### src/lsgp_consts.svh
// register offsets, field positions and reset values for the shared lcd gpio ports
`ifndef LSGP_CONSTS_SVH
`define LSGP_CONSTS_SVH
`define LSGP_OFF_PC_LATCH   12'h000
`define LSGP_OFF_PC_DIR     12'h004
`define LSGP_OFF_PE_LATCH   12'h008
`define LSGP_OFF_PE_DIR     12'h00C
`define LSGP_OFF_LCD_ONE    12'h010
`define LSGP_OFF_LCD_THREE  12'h014
`define LSGP_OFF_LCD_FOUR   12'h018
`define LSGP_OFF_LCD_FIVE   12'h01C
`define LSGP_OFF_LCD_SIX    12'h020
`define LSGP_OFF_STANDBY    12'h024
`define LSGP_OFF_RMW        12'h028
`define LSGP_OFF_STATUS     12'h02C
`define LSGP_DIR_RST        8'h00
`define LSGP_LATCH_RST      8'h00
`define LSGP_SEG_RST        8'h00
`define LSGP_LCD_PORT_INPUT_CONTROL_BIT      0
`define LSGP_FLOAT_BIT      0
`define LSGP_RMW_BIT        0
`endif

### src/lsgp_pkg.sv
// types shared by the shared lcd gpio ports block
package lsgp_pkg;
  typedef logic [7:0] lsgp_byte_t; // one port's worth of bits
  typedef enum logic [1:0] {
    LSGP_SRC_PORT,
    LSGP_SRC_LCD,
    LSGP_SRC_TIMER
  } lsgp_src_e;                   // which source drives a pin
endpackage

### src/lsgp_ports.sv
// two 8-bit gpio ports sharing pins with lcd segments and timer channel 1, apb slave
// How it works
// (RQ1) direction one drives pin from latch
// (RQ2) latch write shows at once on outputs
// (RQ3) output pin read returns latch
// (RQ4) direction zero leaves driver off
// (RQ5) input pin write updates latch only
// (RQ6) input read pin; rmw read latch
// (RQ7) software disables peripheral before gpio use
// (RQ8) software clears select then sets lcd_port_input_control
// (RQ9) software sets select, clears direction, lcd_port_input_control
// (RQ10) port c selects in regs three, four
// (RQ11) port e selects in regs five, six
// (RQ12) enabled timer output owns port e pin
// (RQ13) timer driven pin reads pin level
// (RQ14) peripheral input: reads return pin level
// (RQ15) pe5, pe6 timer outputs; pe7 clock
// (RQ16) register bit n controls pin n
// (RQ17) reset clears all direction bits
// (RQ18) standby float forces all pins hi-z
// (RQ19) floated pin inputs held low
// (RQ20) float off keeps pin states in standby
// (RQ21) mux: timer, then lcd, then latch
//
// Design decisions made here: the address map and the APB register port.
`timescale 1ns/100ps
`include "lsgp_consts.svh"
module lsgp_ports
  import lsgp_pkg::*;
(
  input  wire logic        core_clk_i,      // system clock
  input  wire logic        reset_i,         // synchronous reset, high
  input  wire logic        psel_i,          // apb select
  input  wire logic        penable_i,       // apb access phase
  input  wire logic        pwrite_i,        // apb direction
  input  wire logic [11:0] paddr_i,         // apb byte address
  input  wire logic [31:0] pwdata_i,        // apb write data
  output logic      [31:0] prdata_o,        // apb read data
  output logic             pready_o,        // apb ready
  output logic             pslverr_o,       // apb error on unmapped address
  input  wire logic        standby_i,       // stop or watch mode active
  input  wire logic [7:0]  pc_pin_i,        // port c pin levels
  output logic      [7:0]  pc_pin_o,        // port c pin drive value
  output logic      [7:0]  pc_pin_oe_o,     // port c pin driver enable
  input  wire logic [7:0]  pe_pin_i,        // port e pin levels
  output logic      [7:0]  pe_pin_o,        // port e pin drive value
  output logic      [7:0]  pe_pin_oe_o,     // port e pin driver enable
  input  wire logic [7:0]  pc_seg_i,        // lcd segment levels for port c pins
  input  wire logic [7:0]  pe_seg_i,        // lcd segment levels for port e pins
  input  wire logic        timer1_output_a_i,  // timer output to pe6
  input  wire logic        timer1_output_a_en_i, // its output enable
  input  wire logic        timer1_output_b_i,  // timer output to pe5
  input  wire logic        timer1_output_b_en_i, // its output enable
  output logic             timer1_external_clock_o // pe7 input to timer
);

  // ==========================================================================
  // registers
  // every register takes one aligned 32-bit word, only bits of the low byte are kept
  // and the rest read back as zero; the latches keep their value whatever
  // the direction, so a pin turned to output later shows the last write
  // the segment selects sit in the word at the same bit positions that
  // the segment numbers take inside their own enable register, so software
  // can carry a segment map over without shifting it
  lsgp_byte_t pc_latch_q;       // port_c_output_latch
  lsgp_byte_t pc_dir_q;         // port_c_direction
  lsgp_byte_t pe_latch_q;       // port_e_output_latch
  lsgp_byte_t pe_dir_q;         // port_e_direction
  logic       lcd_port_input_control_q;          // lcd_port_input_control
  logic [5:0] seg_three_q;      // segment_select 07:02
  logic [1:0] seg_four_q;       // segment_select 09:08
  logic [1:0] seg_five_q;       // segment_select 23:22
  logic [5:0] seg_six_q;        // segment_select 29:24
  logic       float_q;          // standby_pin_float
  logic       rmw_q;            // data reads are rmw reads while set

  // ==========================================================================
  // synchronisers for pins and standby
  logic [7:0] pc_meta_q;        // first stage, port c
  logic [7:0] pc_sync_q;        // second stage, port c
  logic [7:0] pe_meta_q;        // first stage, port e
  logic [7:0] pe_sync_q;        // second stage, port e
  logic       stb_meta_q;       // first stage, standby
  logic       stb_sync_q;       // second stage, standby

  // two flops before any logic reads a pin
  // pins and the standby request come from outside this clock, so only the
  // second stage is ever read; a pin change shows in a data read two edges
  // later, and standby takes two edges to float the pins
  // reset clears both stages so the first reads after reset see low pins
  always_ff @(posedge core_clk_i) begin
    if (reset_i) begin
      pc_meta_q  <= 8'h00;
      pc_sync_q  <= 8'h00;
      pe_meta_q  <= 8'h00;
      pe_sync_q  <= 8'h00;
      stb_meta_q <= 1'b0;
      stb_sync_q <= 1'b0;
    end else begin
      pc_meta_q  <= pc_pin_i;
      pc_sync_q  <= pc_meta_q;
      pe_meta_q  <= pe_pin_i;
      pe_sync_q  <= pe_meta_q;
      stb_meta_q <= standby_i;
      stb_sync_q <= stb_meta_q;
    end
  end

  // ==========================================================================
  // apb decode
  // every transfer takes one wait state: the first access cycle registers
  // the read data, the second raises pready, so the master samples data
  // that already stands; a write lands at the edge where pready is high
  logic wr_en;                  // write taken this cycle
  logic rd_en;                  // read data captured this cycle
  logic mapped;                 // address hits a register
  logic acc_first;              // first cycle of an access phase
  logic ack_q;                  // ready for the current access
  assign acc_first = psel_i & penable_i & ~ack_q;
  assign wr_en     = psel_i & penable_i & pwrite_i & ack_q;  // lands with pready
  assign rd_en     = acc_first & ~pwrite_i;                  // data ready by the pready edge
  assign pready_o  = ack_q;                                  // one wait state

  // answer flop: high for one cycle after the first access cycle
  always_ff @(posedge core_clk_i) begin
    if (reset_i) begin
      ack_q <= 1'b0;
    end else begin
      ack_q <= acc_first;       // falls again after the handshake edge
    end
  end

  // decode an offset to a hit
  function automatic logic is_mapped(input logic [11:0] a);
    case (a)
      `LSGP_OFF_PC_LATCH, `LSGP_OFF_PC_DIR, `LSGP_OFF_PE_LATCH, `LSGP_OFF_PE_DIR,
      `LSGP_OFF_LCD_ONE, `LSGP_OFF_LCD_THREE, `LSGP_OFF_LCD_FOUR, `LSGP_OFF_LCD_FIVE,
      `LSGP_OFF_LCD_SIX, `LSGP_OFF_STANDBY, `LSGP_OFF_RMW, `LSGP_OFF_STATUS: is_mapped = 1'b1;
      default: is_mapped = 1'b0;
    endcase
  endfunction

  assign mapped    = is_mapped(paddr_i);
  // error answer only stands together with ready
  assign pslverr_o = psel_i & penable_i & ack_q & ~mapped;

  // ==========================================================================
  // pin state after standby override
  // the float bit only acts while standby is seen; with it clear, standby
  // changes nothing and driven levels stay on the pins
  // while floated the internal inputs read low, so an open pin cannot
  // toggle the timer clock input or leak through the input buffer
  logic floating;               // pins forced hi-z
  logic [7:0] pc_in;            // port c internal input
  logic [7:0] pe_in;            // port e internal input
  assign floating = stb_sync_q & float_q;   // RQ18 RQ20
  assign pc_in = floating ? 8'h00 : pc_sync_q; // RQ19
  assign pe_in = floating ? 8'h00 : pe_sync_q; // RQ19

  // gather segment selects by pin
  logic [7:0] pc_seg_sel;       // port c pins in lcd use
  logic [7:0] pe_seg_sel;       // port e pins in lcd use
  assign pc_seg_sel = {seg_four_q, seg_three_q}; // RQ10
  assign pe_seg_sel = {seg_six_q, seg_five_q};   // RQ11

  // choose a source for a pin
  function automatic lsgp_src_e pick_src(input logic periph_en, input logic seg_sel, input logic lcd_port_input_control);
    if (periph_en) begin
      pick_src = LSGP_SRC_TIMER;
    end else if (seg_sel && lcd_port_input_control) begin
      pick_src = LSGP_SRC_LCD;
    end else begin
      pick_src = LSGP_SRC_PORT;
    end
  endfunction

  // ==========================================================================
  // pin output multiplexers
  // priority per pin: enabled timer output, then the segment driver when
  // selected with the input control set, then latch and direction
  // float overrides every source last, so nothing drives in standby float
  // a timer output left enabled steals the pin from software, a known hazard
  always_comb begin
    lsgp_src_e src;
    logic      tval;
    src  = LSGP_SRC_PORT;
    tval = 1'b0;
    pc_pin_o    = 8'h00;
    pc_pin_oe_o = 8'h00;
    pe_pin_o    = 8'h00;
    pe_pin_oe_o = 8'h00;
    for (int n = 0; n < 8; n++) begin
      // port c: lcd or latch, bit n to pin n
      src = pick_src(1'b0, pc_seg_sel[n], lcd_port_input_control_q); // RQ21 RQ16
      case (src)
        LSGP_SRC_LCD: begin
          pc_pin_o[n]    = pc_seg_i[n];
          pc_pin_oe_o[n] = 1'b1;
        end
        default: begin
          pc_pin_o[n]    = pc_latch_q[n];       // RQ1 RQ2
          pc_pin_oe_o[n] = pc_dir_q[n];         // RQ4 RQ5
        end
      endcase
      // port e: timer outputs on pins 5 and 6
      src  = LSGP_SRC_PORT;
      tval = 1'b0;
      if (n == 5) begin
        src  = pick_src(timer1_output_b_en_i, pe_seg_sel[n], lcd_port_input_control_q); // RQ15 RQ12
        tval = timer1_output_b_i;
      end else if (n == 6) begin
        src  = pick_src(timer1_output_a_en_i, pe_seg_sel[n], lcd_port_input_control_q); // RQ15 RQ12
        tval = timer1_output_a_i;
      end else begin
        src  = pick_src(1'b0, pe_seg_sel[n], lcd_port_input_control_q); // RQ21
      end
      case (src)
        LSGP_SRC_TIMER: begin
          pe_pin_o[n]    = tval;
          pe_pin_oe_o[n] = 1'b1;
        end
        LSGP_SRC_LCD: begin
          pe_pin_o[n]    = pe_seg_i[n];
          pe_pin_oe_o[n] = 1'b1;
        end
        default: begin
          pe_pin_o[n]    = pe_latch_q[n];       // RQ1 RQ2
          pe_pin_oe_o[n] = pe_dir_q[n];         // RQ4 RQ5
        end
      endcase
    end
    if (floating) begin
      pc_pin_oe_o = 8'h00;                      // RQ18
      pe_pin_oe_o = 8'h00;                      // RQ18
    end
  end

  // pe7 feeds the timer clock through the blocked input
  assign timer1_external_clock_o = pe_in[7];    // RQ15 RQ14

  // ==========================================================================
  // data read value: latch for outputs or rmw, pin level otherwise
  // a pin owned by the timer or the segment driver reads its own level,
  // not the latch, even when its direction bit is set
  // the rmw flag stands until software clears it, so every data read
  // in between returns the latch
  function automatic lsgp_byte_t port_read(input lsgp_byte_t latch, input lsgp_byte_t dir,
                                           input lsgp_byte_t pin, input lsgp_byte_t drv, input logic rmw);
    if (rmw) begin
      port_read = latch;                        // RQ6 RQ13
    end else begin
      port_read = (dir & ~drv & latch) | (~(dir & ~drv) & pin); // RQ3 RQ6 RQ13 RQ14
    end
  endfunction

  // pins owned by timer or lcd read back their level
  lsgp_byte_t pc_periph;        // port c pins taken by lcd
  lsgp_byte_t pe_periph;        // port e pins taken by lcd or timer
  assign pc_periph = lcd_port_input_control_q ? pc_seg_sel : 8'h00;
  assign pe_periph = (lcd_port_input_control_q ? pe_seg_sel : 8'h00) |
                     {1'b0, timer1_output_a_en_i, timer1_output_b_en_i, 5'b00000};

  // ==========================================================================
  // read data register
  always_ff @(posedge core_clk_i) begin
    if (reset_i) begin
      prdata_o <= 32'h0000_0000;
    end else if (rd_en) begin
      case (paddr_i)
        `LSGP_OFF_PC_LATCH:  prdata_o <= {24'h000000, port_read(pc_latch_q, pc_dir_q, pc_in, pc_periph, rmw_q)};
        `LSGP_OFF_PC_DIR:    prdata_o <= {24'h000000, pc_dir_q};
        `LSGP_OFF_PE_LATCH:  prdata_o <= {24'h000000, port_read(pe_latch_q, pe_dir_q, pe_in, pe_periph, rmw_q)};
        `LSGP_OFF_PE_DIR:    prdata_o <= {24'h000000, pe_dir_q};
        `LSGP_OFF_LCD_ONE:   prdata_o <= {31'h00000000, lcd_port_input_control_q};
        `LSGP_OFF_LCD_THREE: prdata_o <= {24'h000000, seg_three_q, 2'b00};
        `LSGP_OFF_LCD_FOUR:  prdata_o <= {30'h00000000, seg_four_q};
        `LSGP_OFF_LCD_FIVE:  prdata_o <= {24'h000000, seg_five_q, 6'h00};
        `LSGP_OFF_LCD_SIX:   prdata_o <= {26'h0000000, seg_six_q};
        `LSGP_OFF_STANDBY:   prdata_o <= {31'h00000000, float_q};
        `LSGP_OFF_RMW:       prdata_o <= {31'h00000000, rmw_q};
        `LSGP_OFF_STATUS:    prdata_o <= {31'h00000000, floating};
        default:             prdata_o <= 32'h0000_0000;
      endcase
    end
  end

  // ==========================================================================
  // port latches and directions
  // writes land at the ready edge only, so a refused or half transfer
  // leaves the latches alone; direction resets to all inputs
  always_ff @(posedge core_clk_i) begin
    if (reset_i) begin
      pc_latch_q <= `LSGP_LATCH_RST;
      pe_latch_q <= `LSGP_LATCH_RST;
      pc_dir_q   <= `LSGP_DIR_RST;                // RQ17
      pe_dir_q   <= `LSGP_DIR_RST;                // RQ17
    end else if (wr_en) begin
      case (paddr_i)
        `LSGP_OFF_PC_LATCH: pc_latch_q <= pwdata_i[7:0]; // RQ2 RQ5
        `LSGP_OFF_PC_DIR:   pc_dir_q   <= pwdata_i[7:0];
        `LSGP_OFF_PE_LATCH: pe_latch_q <= pwdata_i[7:0]; // RQ2 RQ5
        `LSGP_OFF_PE_DIR:   pe_dir_q   <= pwdata_i[7:0];
        default: begin
        end
      endcase
    end
  end

  // lcd enable registers
  // software sets the selects first and the input control last, so no
  // pin switches source while half configured
  always_ff @(posedge core_clk_i) begin
    if (reset_i) begin
      lcd_port_input_control_q     <= 1'b0;
      seg_three_q <= 6'h00;
      seg_four_q  <= 2'h0;
      seg_five_q  <= 2'h0;
      seg_six_q   <= 6'h00;
    end else if (wr_en) begin
      case (paddr_i)
        `LSGP_OFF_LCD_ONE:   lcd_port_input_control_q     <= pwdata_i[`LSGP_LCD_PORT_INPUT_CONTROL_BIT];
        `LSGP_OFF_LCD_THREE: seg_three_q <= pwdata_i[7:2];  // RQ10
        `LSGP_OFF_LCD_FOUR:  seg_four_q  <= pwdata_i[1:0];  // RQ10
        `LSGP_OFF_LCD_FIVE:  seg_five_q  <= pwdata_i[7:6];  // RQ11
        `LSGP_OFF_LCD_SIX:   seg_six_q   <= pwdata_i[5:0];  // RQ11
        default: begin
        end
      endcase
    end
  end

  // standby float bit and rmw read flag
  // both are plain software bits with no hardware set or clear
  always_ff @(posedge core_clk_i) begin
    if (reset_i) begin
      float_q <= 1'b0;
      rmw_q   <= 1'b0;
    end else if (wr_en) begin
      if (paddr_i == `LSGP_OFF_STANDBY) begin
        float_q <= pwdata_i[`LSGP_FLOAT_BIT];
      end
      if (paddr_i == `LSGP_OFF_RMW) begin
        rmw_q <= pwdata_i[`LSGP_RMW_BIT];
      end
    end
  end

endmodule // lsgp_ports

### config.mk
export PLATFORM = sky130hd
export DESIGN_NAME = lsgp_ports
export DESIGN_NICKNAME = d
export VERILOG_FILES = /design/src/lsgp_pkg.sv /design/src/lsgp_ports.sv
export VERILOG_INCLUDE_DIRS = /design/src /design/src/src
export SDC_FILE = /design/constraint.sdc
export NUM_CORES = 1
export LEC_CHECK = 0
export BUFFER_PORTS_ARGS = -buffer_cell sky130_fd_sc_hd__buf_2
export CAP_MARGIN = 20
export CORE_AREA = 10 10 120 122
export DETAILED_ROUTE_END_ITERATION = 7
export DIE_AREA = 0 0 130 132
export GPL_TIMING_DRIVEN = 0
export MAX_ROUTING_LAYER = met4
export SLEW_MARGIN = 40
export SYNTH_ARGS = -nofsm -noshare
export SYNTH_HDL_FRONTEND = slang
export SYNTH_SLANG_ARGS = --single-unit
### constraint.sdc
create_clock -name core_clk_i -period 2.6 [get_ports core_clk_i]
set_input_delay 0.26 -clock core_clk_i [delete_from_list [all_inputs] [get_ports core_clk_i]]
set_output_delay 0.26 -clock core_clk_i [all_outputs]
set_load 0.01 [all_outputs]
# == After elaboration in Yosys (flattened, before gate mapping) ==
# Index checks and enable logic that the tools add are counted.
# word_totals
inputBits,86
out_inout_bits,67
register_bits,118
# classes
mux,60
n_bitwise,24
eq_ne,35
reduce_logical,37
# ops
op,count
one-hot mux 8 bit (12 select lines),1
2-to-1 mux 8 bit,8
bitwise AND 8 bit,6
"equality test 12 x 5 -> 1 bit, second input constant",4
"equality test 12 x 6 -> 1 bit, second input constant",4
2-to-1 mux 1 bit,41
"equality test 2 x 1 -> 1 bit, second input constant",16
inverter 8 bit,4
"equality test 12 x 4 -> 1 bit, second input constant",2
AND reduction 2 bit,11
"equality test 2 bit, second input constant",8
logical AND 1 bit,16
bitwise OR 8 bit,2
one-hot mux 1 bit (2 select lines),8
OR reduction 2 bit,8
"equality test 12 x 3 -> 1 bit, second input constant",1
logical NOT 12 bit,1
OR reduction 12 bit,1
bitwise AND 1 bit,8
bitwise OR 8 x 7 -> 8 bit,1
2-to-1 mux 2 bit,2
inverter 1 bit,3

# == Depth between registers and ports, before layout ==
# Gate-level depths: netlist of run 1.
# logic_depth
ltp_word,9
mapped_depth,7

# == Least setup slack after synthesis of run 1 ==
# Ideal clock, no wire load.
# synth_timing
path_type,input-to-reg
startpoint,input paddr_i[4]
endpoint,register seg_six_q[0]
cell_stages,7
t_required_ps,2472
n_path_buf,2
path_slack_ps,722
arrival_ps,1750
setup_ps,128
cell_sequence,buf_6 nor4b_1 nand4_1 or3_1 clkbuf_1 mux2i_1 nor2_1
# synth_via
elab_chain_len,2
# synth_lines
item,line_no,text
start: declaration,lsgp_ports.sv:36,"input wire logic [11:0] paddr_i,"
equality test 12 x 6 -> 1 bit,lsgp_ports.sv:320,case (paddr_i)
AND reduction 2 bit (no source line),n/a,
end signal: assignment,lsgp_ports.sv:325,`LSGP_OFF_LCD_SIX: seg_six_q <= pwdata_i[5:0];
end: declaration,lsgp_ports.sv:73,logic [5:0] seg_six_q;
# Every way passes these cells.
# A chain may end at the register's enable or synchronous reset.

# == Worst setup path in the final report of run 1 ==
# layout_timing
startpoint,register float_q
endpoint,register prdata_o[4]
# layout_via
elab_chain_len,6
# layout_lines
item,line_no,text
start: declaration,lsgp_ports.sv:74,logic float_q;
start signal: assignment,lsgp_ports.sv:340,float_q <= pwdata_i[`LSGP_FLOAT_BIT];
bitwise AND 1 bit (*),lsgp_ports.sv:156,assign floating = stb_sync_q & float_q;
"2-to-1 mux 8 bit, on equally long branches","lsgp_ports.sv:158, lsgp_ports.sv:157",
bitwise AND 8 bit,lsgp_ports.sv:252,port_read = (dir & ~drv & latch) | (~(dir & ~drv) & pin);
bitwise OR 8 bit,lsgp_ports.sv:252,
2-to-1 mux 8 bit,lsgp_ports.sv:249,if (rmw) begin
one-hot mux 8 bit (12 select lines) (*),lsgp_ports.sv:269,case (paddr_i)
end signal: assignment,lsgp_ports.sv:270,"`LSGP_OFF_PC_LATCH: prdata_o <= {24'h000000, port_read(pc_latch_q, pc_dir_q, pc_in, pc_periph, rmw_q)};"
end signal: assignment,lsgp_ports.sv:271,"`LSGP_OFF_PC_DIR: prdata_o <= {24'h000000, pc_dir_q};"
end signal: assignment,lsgp_ports.sv:272,"`LSGP_OFF_PE_LATCH: prdata_o <= {24'h000000, port_read(pe_latch_q, pe_dir_q, pe_in, pe_periph, rmw_q)};"
end: declaration,lsgp_ports.sv:38,"output logic [31:0] prdata_o,"
# Every way passes the cells marked *; elsewhere a longest branch is shown, timed or not.

==> results.py, run 1 <==
metrics = {
    "sta": {
        "rsz0062_at_grt": "false",
        "relSlewSlack_pct": 49.0,
        "skew_ns": 0.00972,
        "setup_viol": 0,
        "finalCritPeriodShare_pct": 94.9,
        "max_freq_ghz": 0.405,
        "finalHoldViolCount": 0,
        "timing.final.crit_period_ns": 2.47,
        "whs_ns": 0.127,
        "slew_viol_final": 0,
        "tightest_slew_ns": 0.762,
    },
    "clock_tree": {
        "cts_tree": "done",
        "cts_buffers": 9,
        "clock_latency_ns": 0.34,
        "cts_setup_buffers": 0,
        "path_clk_slew_ns": 0.07,
        "h-tree-depth": 3,
        "cts_root_buf": "clkbuf_16",
        "cts.sinks": 94,
        "cts_buffer_depth": 2,
    },
    "power": {
        "fin_total_pwr_mw": 2.99,
        "vdd.ir_drop.worst_mv": 0.308,
        "cellPowerDensity_nw_per_um2": 517,
        "leakagePower_nw": 2.53,
    },
    "setup_path": {
        "crit_fanout": 9,
        "start_kind": "flop",
        "critical-path-max-stage-delay_ns": 0.74,
        "crit_required_ns": 2.84,
        "arrival_ns": 2.71,
        "cp-end-kind": "flop",
        "ff2ff_setup_slack_ns": 0.13,
        "crit_chain": "and2_1 -> clkbuf_1 -> or4b_2 -> a211oi_2 -> a2111oi_0 -> a221oi_1",
        "critPathKind": "reg -> reg",
        "slowest_stage": "or4b_2",
    },
    "floorplan": {
        "core-area_um2": 11900,
        "die-height_um": 132,
        "die_w_um": 130,
        "die_area_um2": 17200,
        "start_util_pct": 39.6,
        "io_pins": 153,
        "rows": 40,
    },
    "logic_synthesis": {
        "synth-seq-area-share_pct": 39.9,
        "syn_area_um2": 4710,
        "avgSynthCellArea_um2": 8.62,
        "ys_types": 53,
        "async_flop_share_pct": 0,
        "synth_ff_type": "dfxtp_1",
        "syn_inst": 547,
        "ys_seq_elements": 94,
        "synth-edff-count": 0,
        "yosysWarnings": 0,
    },
    "place": {
        "dp_hpwl_mm": 12.9,
        "place_area_um2": 5490,
        "place.gp.congestion": 0.921,
        "io_buffers": 100,
        "dp.cells": 818,
    },
    "detailed_routing": {
        "wl_per_cell_um": 20.0,
        "wl_mm": 16.7,
        "avgViaCountPerCell": 5.30,
        "postRouteAntennaNets": 0,
        "drtIter0Drc": 321,
        "drtPass1Iterations": 5,
        "drcViolationCount": 0,
        "vias": 4419,
    },
    "global_routing": {
        "grt.total_usage_pct": 19.4,
        "grt_pass1_vias": 4274,
        "grt_pass1_wl_mm": 24.9,
        "antenna_found_initial": 0,
        "grt_overflow": 0,
        "grt_max_degree": 17,
    },
    "finish": {
        "final_cell_mix": "buf_2 (103), dfxtp_1 (94), nor2_1 (68)",
        "area_growth_pct": 22.8,
        "stdcell_count": 833,
        "drive_gt1_share_pct": 25.9,
        "stdcell_area_um2": 5790,
        "final_common_cell": "buf_2",
        "final_nets": 767,
        "antenna_cells": 0,
    },
    "hold_path": {
        "hp-class": "in -> reg",
    },
    "run_status": {
        "status": "completed",
    },
    "job": {
        "maxCapViolations": 0,
    },
}
-- final timing paths --
check / startpoint / end / cells after the start
hold / removal: pc_pin_i[3] / pc_meta_q[3] / 2
setup reg to reg: float_q / prdata_o[4] / 6
setup / recovery: float_q / prdata_o[4] / 6
hold reg to reg: pc_meta_q[5] / pc_sync_q[5] / 1
-- registers in the layout (all words and copies together) (netlist names), 8 cells and up --
name,count
pe_dir_q,8
prdata_o,8
pe_latch_q,8
pc_latch_q,8
pc_sync_q,8
pc_dir_q,8
pc_meta_q,8
pe_meta_q,8
pe_sync_q,8
-- power breakdown --
group | switching [mW] | internal [mW]
logic | 0.143 | 0.0973
clock network | 0.572 | 0.709
registers | 0.00534 | 1.46
total | 0.720 | 2.27
-- worst max-delay path, delay by kind of cell, from the launching register on --
kind / cells / cell delay, ns
DFF: 1 / 0.35
AOI/OAI and AO/OA: 3 / 0.83
buffers and inverters: 1 / 0.30
and+or+nand+nor: 2 / 0.89
-- logic make-up after synthesis --
group                  share of synthesized area, %
AOI/OAI and AO/OA                              13.5
other                                        0.0796
DFF                                            39.9
muxes                                          16.8
and+or+nand+nor                                21.3
buffers and inverters                          8.39
-- per-stage QoR --
stage | worst slack (ns) | TNS (ns) | utilization [%]
after floorplan | 0.722 | 0 | -
after global placement | -0.0157 | -0.0157 | 46.0
after detailed placement | 0.0156 | 0 | 46.1
after CTS | 0.00440 | 0 | 48.6
after global routing | 0.0287 | 0 | 48.6
final | 0.134 | 0 | 48.6
-- cells in the mapped netlist, types with 2 or more instances --
| cell type | number | area, um2 |
|---|---|---|
| o31ai_1 | 2 | 15.0 |
| a21oi_1 | 50 | 250 |
| and3_1 | 2 | 12.5 |
| o21a_1 | 2 | 15.0 |
| mux2i_1 | 59 | 591 |
| nor3_4 | 2 | 32.5 |
| nor4_4 | 2 | 42.5 |
| buf_6 | 3 | 33.8 |
| buf_1 | 2 | 7.51 |
| nand2_1 | 49 | 184 |
| and2_1 | 2 | 12.5 |
| dfxtp_1 | 94 | 1880 |
| buf_4 | 24 | 180 |
| o221ai_1 | 2 | 17.5 |
| mux2_2 | 16 | 180 |
| a22oi_1 | 4 | 30.0 |
| a2111oi_0 | 2 | 17.5 |
| nand3_1 | 3 | 15.0 |
| nor3_1 | 6 | 30.0 |
| or3_1 | 2 | 12.5 |
| o21ai_0 | 26 | 130 |
| nor2b_1 | 38 | 238 |
| clkbuf_1 | 26 | 97.6 |
| nor4b_1 | 2 | 17.5 |
| a32oi_1 | 2 | 17.5 |
| a221oi_1 | 9 | 78.8 |
| buf_2 | 3 | 15.0 |
| inv_1 | 15 | 56.3 |
| nor2_1 | 68 | 255 |
| a211oi_1 | 2 | 15.0 |
| nand4_1 | 6 | 37.5 |
-- repair_timing --
action | 4_1_cts | 5_1_grt
hold buffers | 0 | 0
setup endpoints to repair | 9 | 9
hold endpoints to repair | 0 | 0
gates resized for setup | 1 | 1
-- cell type report --
class,count,area [um2]
Fill cell,1206,6120
Multi-Input combinational cell,402,2530
Sequential cell,94,1880
Timing Repair Buffer,101,508
Buffer,58,337
Clock buffer,11,253
Tap cell,147,184
Inverter,15,56.3
Clock inverter,5,42.5
-- layer usage --
metal	vias up	global-route usage (%)	share of wire, %
met5	-	-	0
met4	0	6.19	2.1
met3	26	4.47	9.8
met2	220	29.6	45
met1	2054	24.6	44
li1	2119	-	-
No activity file was read; power rests on OpenSTA's default activity.
==> run 2, diff against run 1 <==
REMOVE_ABC_BUFFERS = 1   (was default)
==> results.py, run 2 (synthesis gave the netlist of run 1 again) <==
metrics = {
    "clock_tree": {
        "clock_latency_ns": 0.34,
        "cts_tree": "done",
        "cts_setup_buffers": 0,
        "cts_buffer_depth": 2,
        "h-tree-depth": 3,
        "cts_root_buf": "clkbuf_16",
        "cts.sinks": 94,
        "cts_buffers": 9,
        "path_clk_slew_ns": 0.07,
    },
    "detailed_routing": {
        "top_layer": "met4",
        "drtIter0Drc": 259,
        "met1Wirelength_mm": 6.74,
        "vias": 4104,
        "avgViaCountPerCell": 5.27,
        "wl_met2_mm": 6.64,
        "wl_met3_mm": 1.02,
        "wl_mm": 14.8,
        "drtPass1Iterations": 5,
        "drcViolationCount": 0,
        "postRouteAntennaNets": 0,
        "wl_per_cell_um": 19.0,
    },
    "run_status": {
        "status": "completed",
    },
    "floorplan": {
        "die_w_um": 130,
        "die_area_um2": 17200,
        "io_pins": 153,
        "rows": 40,
        "die-height_um": 132,
        "start_util_pct": 39.6,
        "core-area_um2": 11900,
    },
    "place": {
        "io_buffers": 104,
        "post-place-ws_ns": -0.212,
        "place.gp.congestion": 0.877,
        "dp_hpwl_mm": 10.5,
    },
    "hold_path": {
        "hp-start": "pc_pin_i[5]",
        "hold_end": "pc_meta_q[5]",
        "hold_depth": 2,
        "hp-class": "in -> reg",
    },
    "global_routing": {
        "grt.total_usage_pct": 17.4,
        "grt_pass1_wl_mm": 22.6,
        "antenna_found_initial": 0,
        "grt_overflow": 0,
        "grt_pass1_vias": 4150,
        "grt_max_degree": 72,
    },
    "power": {
        "leakagePower_nw": 2.38,
        "cellPowerDensity_nw_per_um2": 550,
        "vdd.ir_drop.worst_mv": 0.261,
    },
    "sta": {
        "finalHoldViolCount": 0,
        "whs_ns": 0.120,
        "setup_ws_ns": 0.0977,
        "setup_viol": 0,
        "relSlewSlack_pct": 49.7,
        "tightest_slew_ns": 0.748,
        "max_freq_ghz": 0.400,
        "finalCritPeriodShare_pct": 96.2,
        "timing.final.crit_period_ns": 2.50,
        "slew_viol_final": 0,
        "skew_ns": 0.00654,
    },
    "job": {
        "maxCapViolations": 0,
    },
    "finish": {
        "area_growth_pct": 17.3,
        "final_nets": 714,
        "drive_gt1_share_pct": 24.2,
        "final_common_cell": "buf_2",
        "final_cell_mix": "buf_2 (103), dfxtp_1 (92), nor2_1 (67)",
        "fill_cells": 1196,
        "antenna_cells": 0,
        "postLayoutCoreUtil_pct": 46.4,
    },
    "setup_path": {
        "crit_fanout": 11,
        "arrival_ns": 2.73,
        "ff2ff_setup_slack_ns": 0.46,
        "r2r_cells": 5,
        "cp-end-kind": "flop",
        "r2r_end": "prdata_o[4]",
        "r2r_start": "lcd_port_input_control_q",
        "crit_required_ns": 2.83,
        "critPathKind": "in -> reg",
        "start_kind": "input port",
    },
}
## run 2: cell types whose count changed in the layout (fill, tap and decap cells not counted), sizes merged
cell    before  now
clkbuf      37   12
buf        133  106
bufinv       0    1
clkinv       3    1
inv         16   15
## run 2: final cells by class
cell class	count	area, um2	share of cell area, %
flip-flops and latches	94	1890	34.1
multi-input cells	402	2530	45.8
well taps	147	184	3.33
clock buffers	12	267	4.82
repair buffers	106	562	10.2
inverters	15	56.3	1.02
clock inverters	3	42.5	0.769
## run 2: what timing repair did
item / in CTS / in global routing
endpoints found under the setup margin: 0 / 3
hold buffers: 0 / 0
resized for setup: 0 / 3
## run 2: per-stage QoR
stage | TNS (ns) | std cells | total power, mW | area, um2
global placement | -3.82 | 762 | 1.69 | 5160
global route | -0.0344 | 779 | 3.14 | 5530
finish | 0 | 779 | 3.04 | 5530
floorplan | 0 | 511 | 1.57 | 4460
CTS | 0 | 779 | 3.06 | 5520
detailed placement | -1.83 | 764 | 1.70 | 5210
## run 2: worst max path at each step
stage,from,slack [ns],cells after the start,to
2_1_floorplan,lcd_port_input_control_q,0.33,5,prdata_o[4]
6_report,paddr_i[7],0.1,7,pc_latch_q[7]
5_1_grt,paddr_i[7],-0.02,7,pc_latch_q[3]
3_3_place_gp,paddr_i[7],-0.25,6,pc_latch_q[2]
3_5_place_dp,paddr_i[7],-0.21,6,prdata_o[0]
4_1_cts,paddr_i[7],0.15,6,prdata_o[0]
## run 2: routing by layer
layer,track usage [%],vias up
li1,-,2016
met5,-,-
met2,26.4,163
met4,6.94,0
met3,3.22,25
met1,22.1,1900
## run 2: where the power goes
part	switching [mW]	total, mW	internal, mW
Combinational	0.131	0.203	0.0721
Clock	0.550	1.37	0.817
Sequential	0.00559	1.47	1.46
Total	0.686	3.04	2.35
## run 2: worst max-delay path, stage by stage
cell,delay [ns]
buf_2,0.13
nor4_2,0.69
nand3_2,0.52
nor4_4,0.60
buf_4,0.27
mux2i_1,0.19
nor2_1,0.06
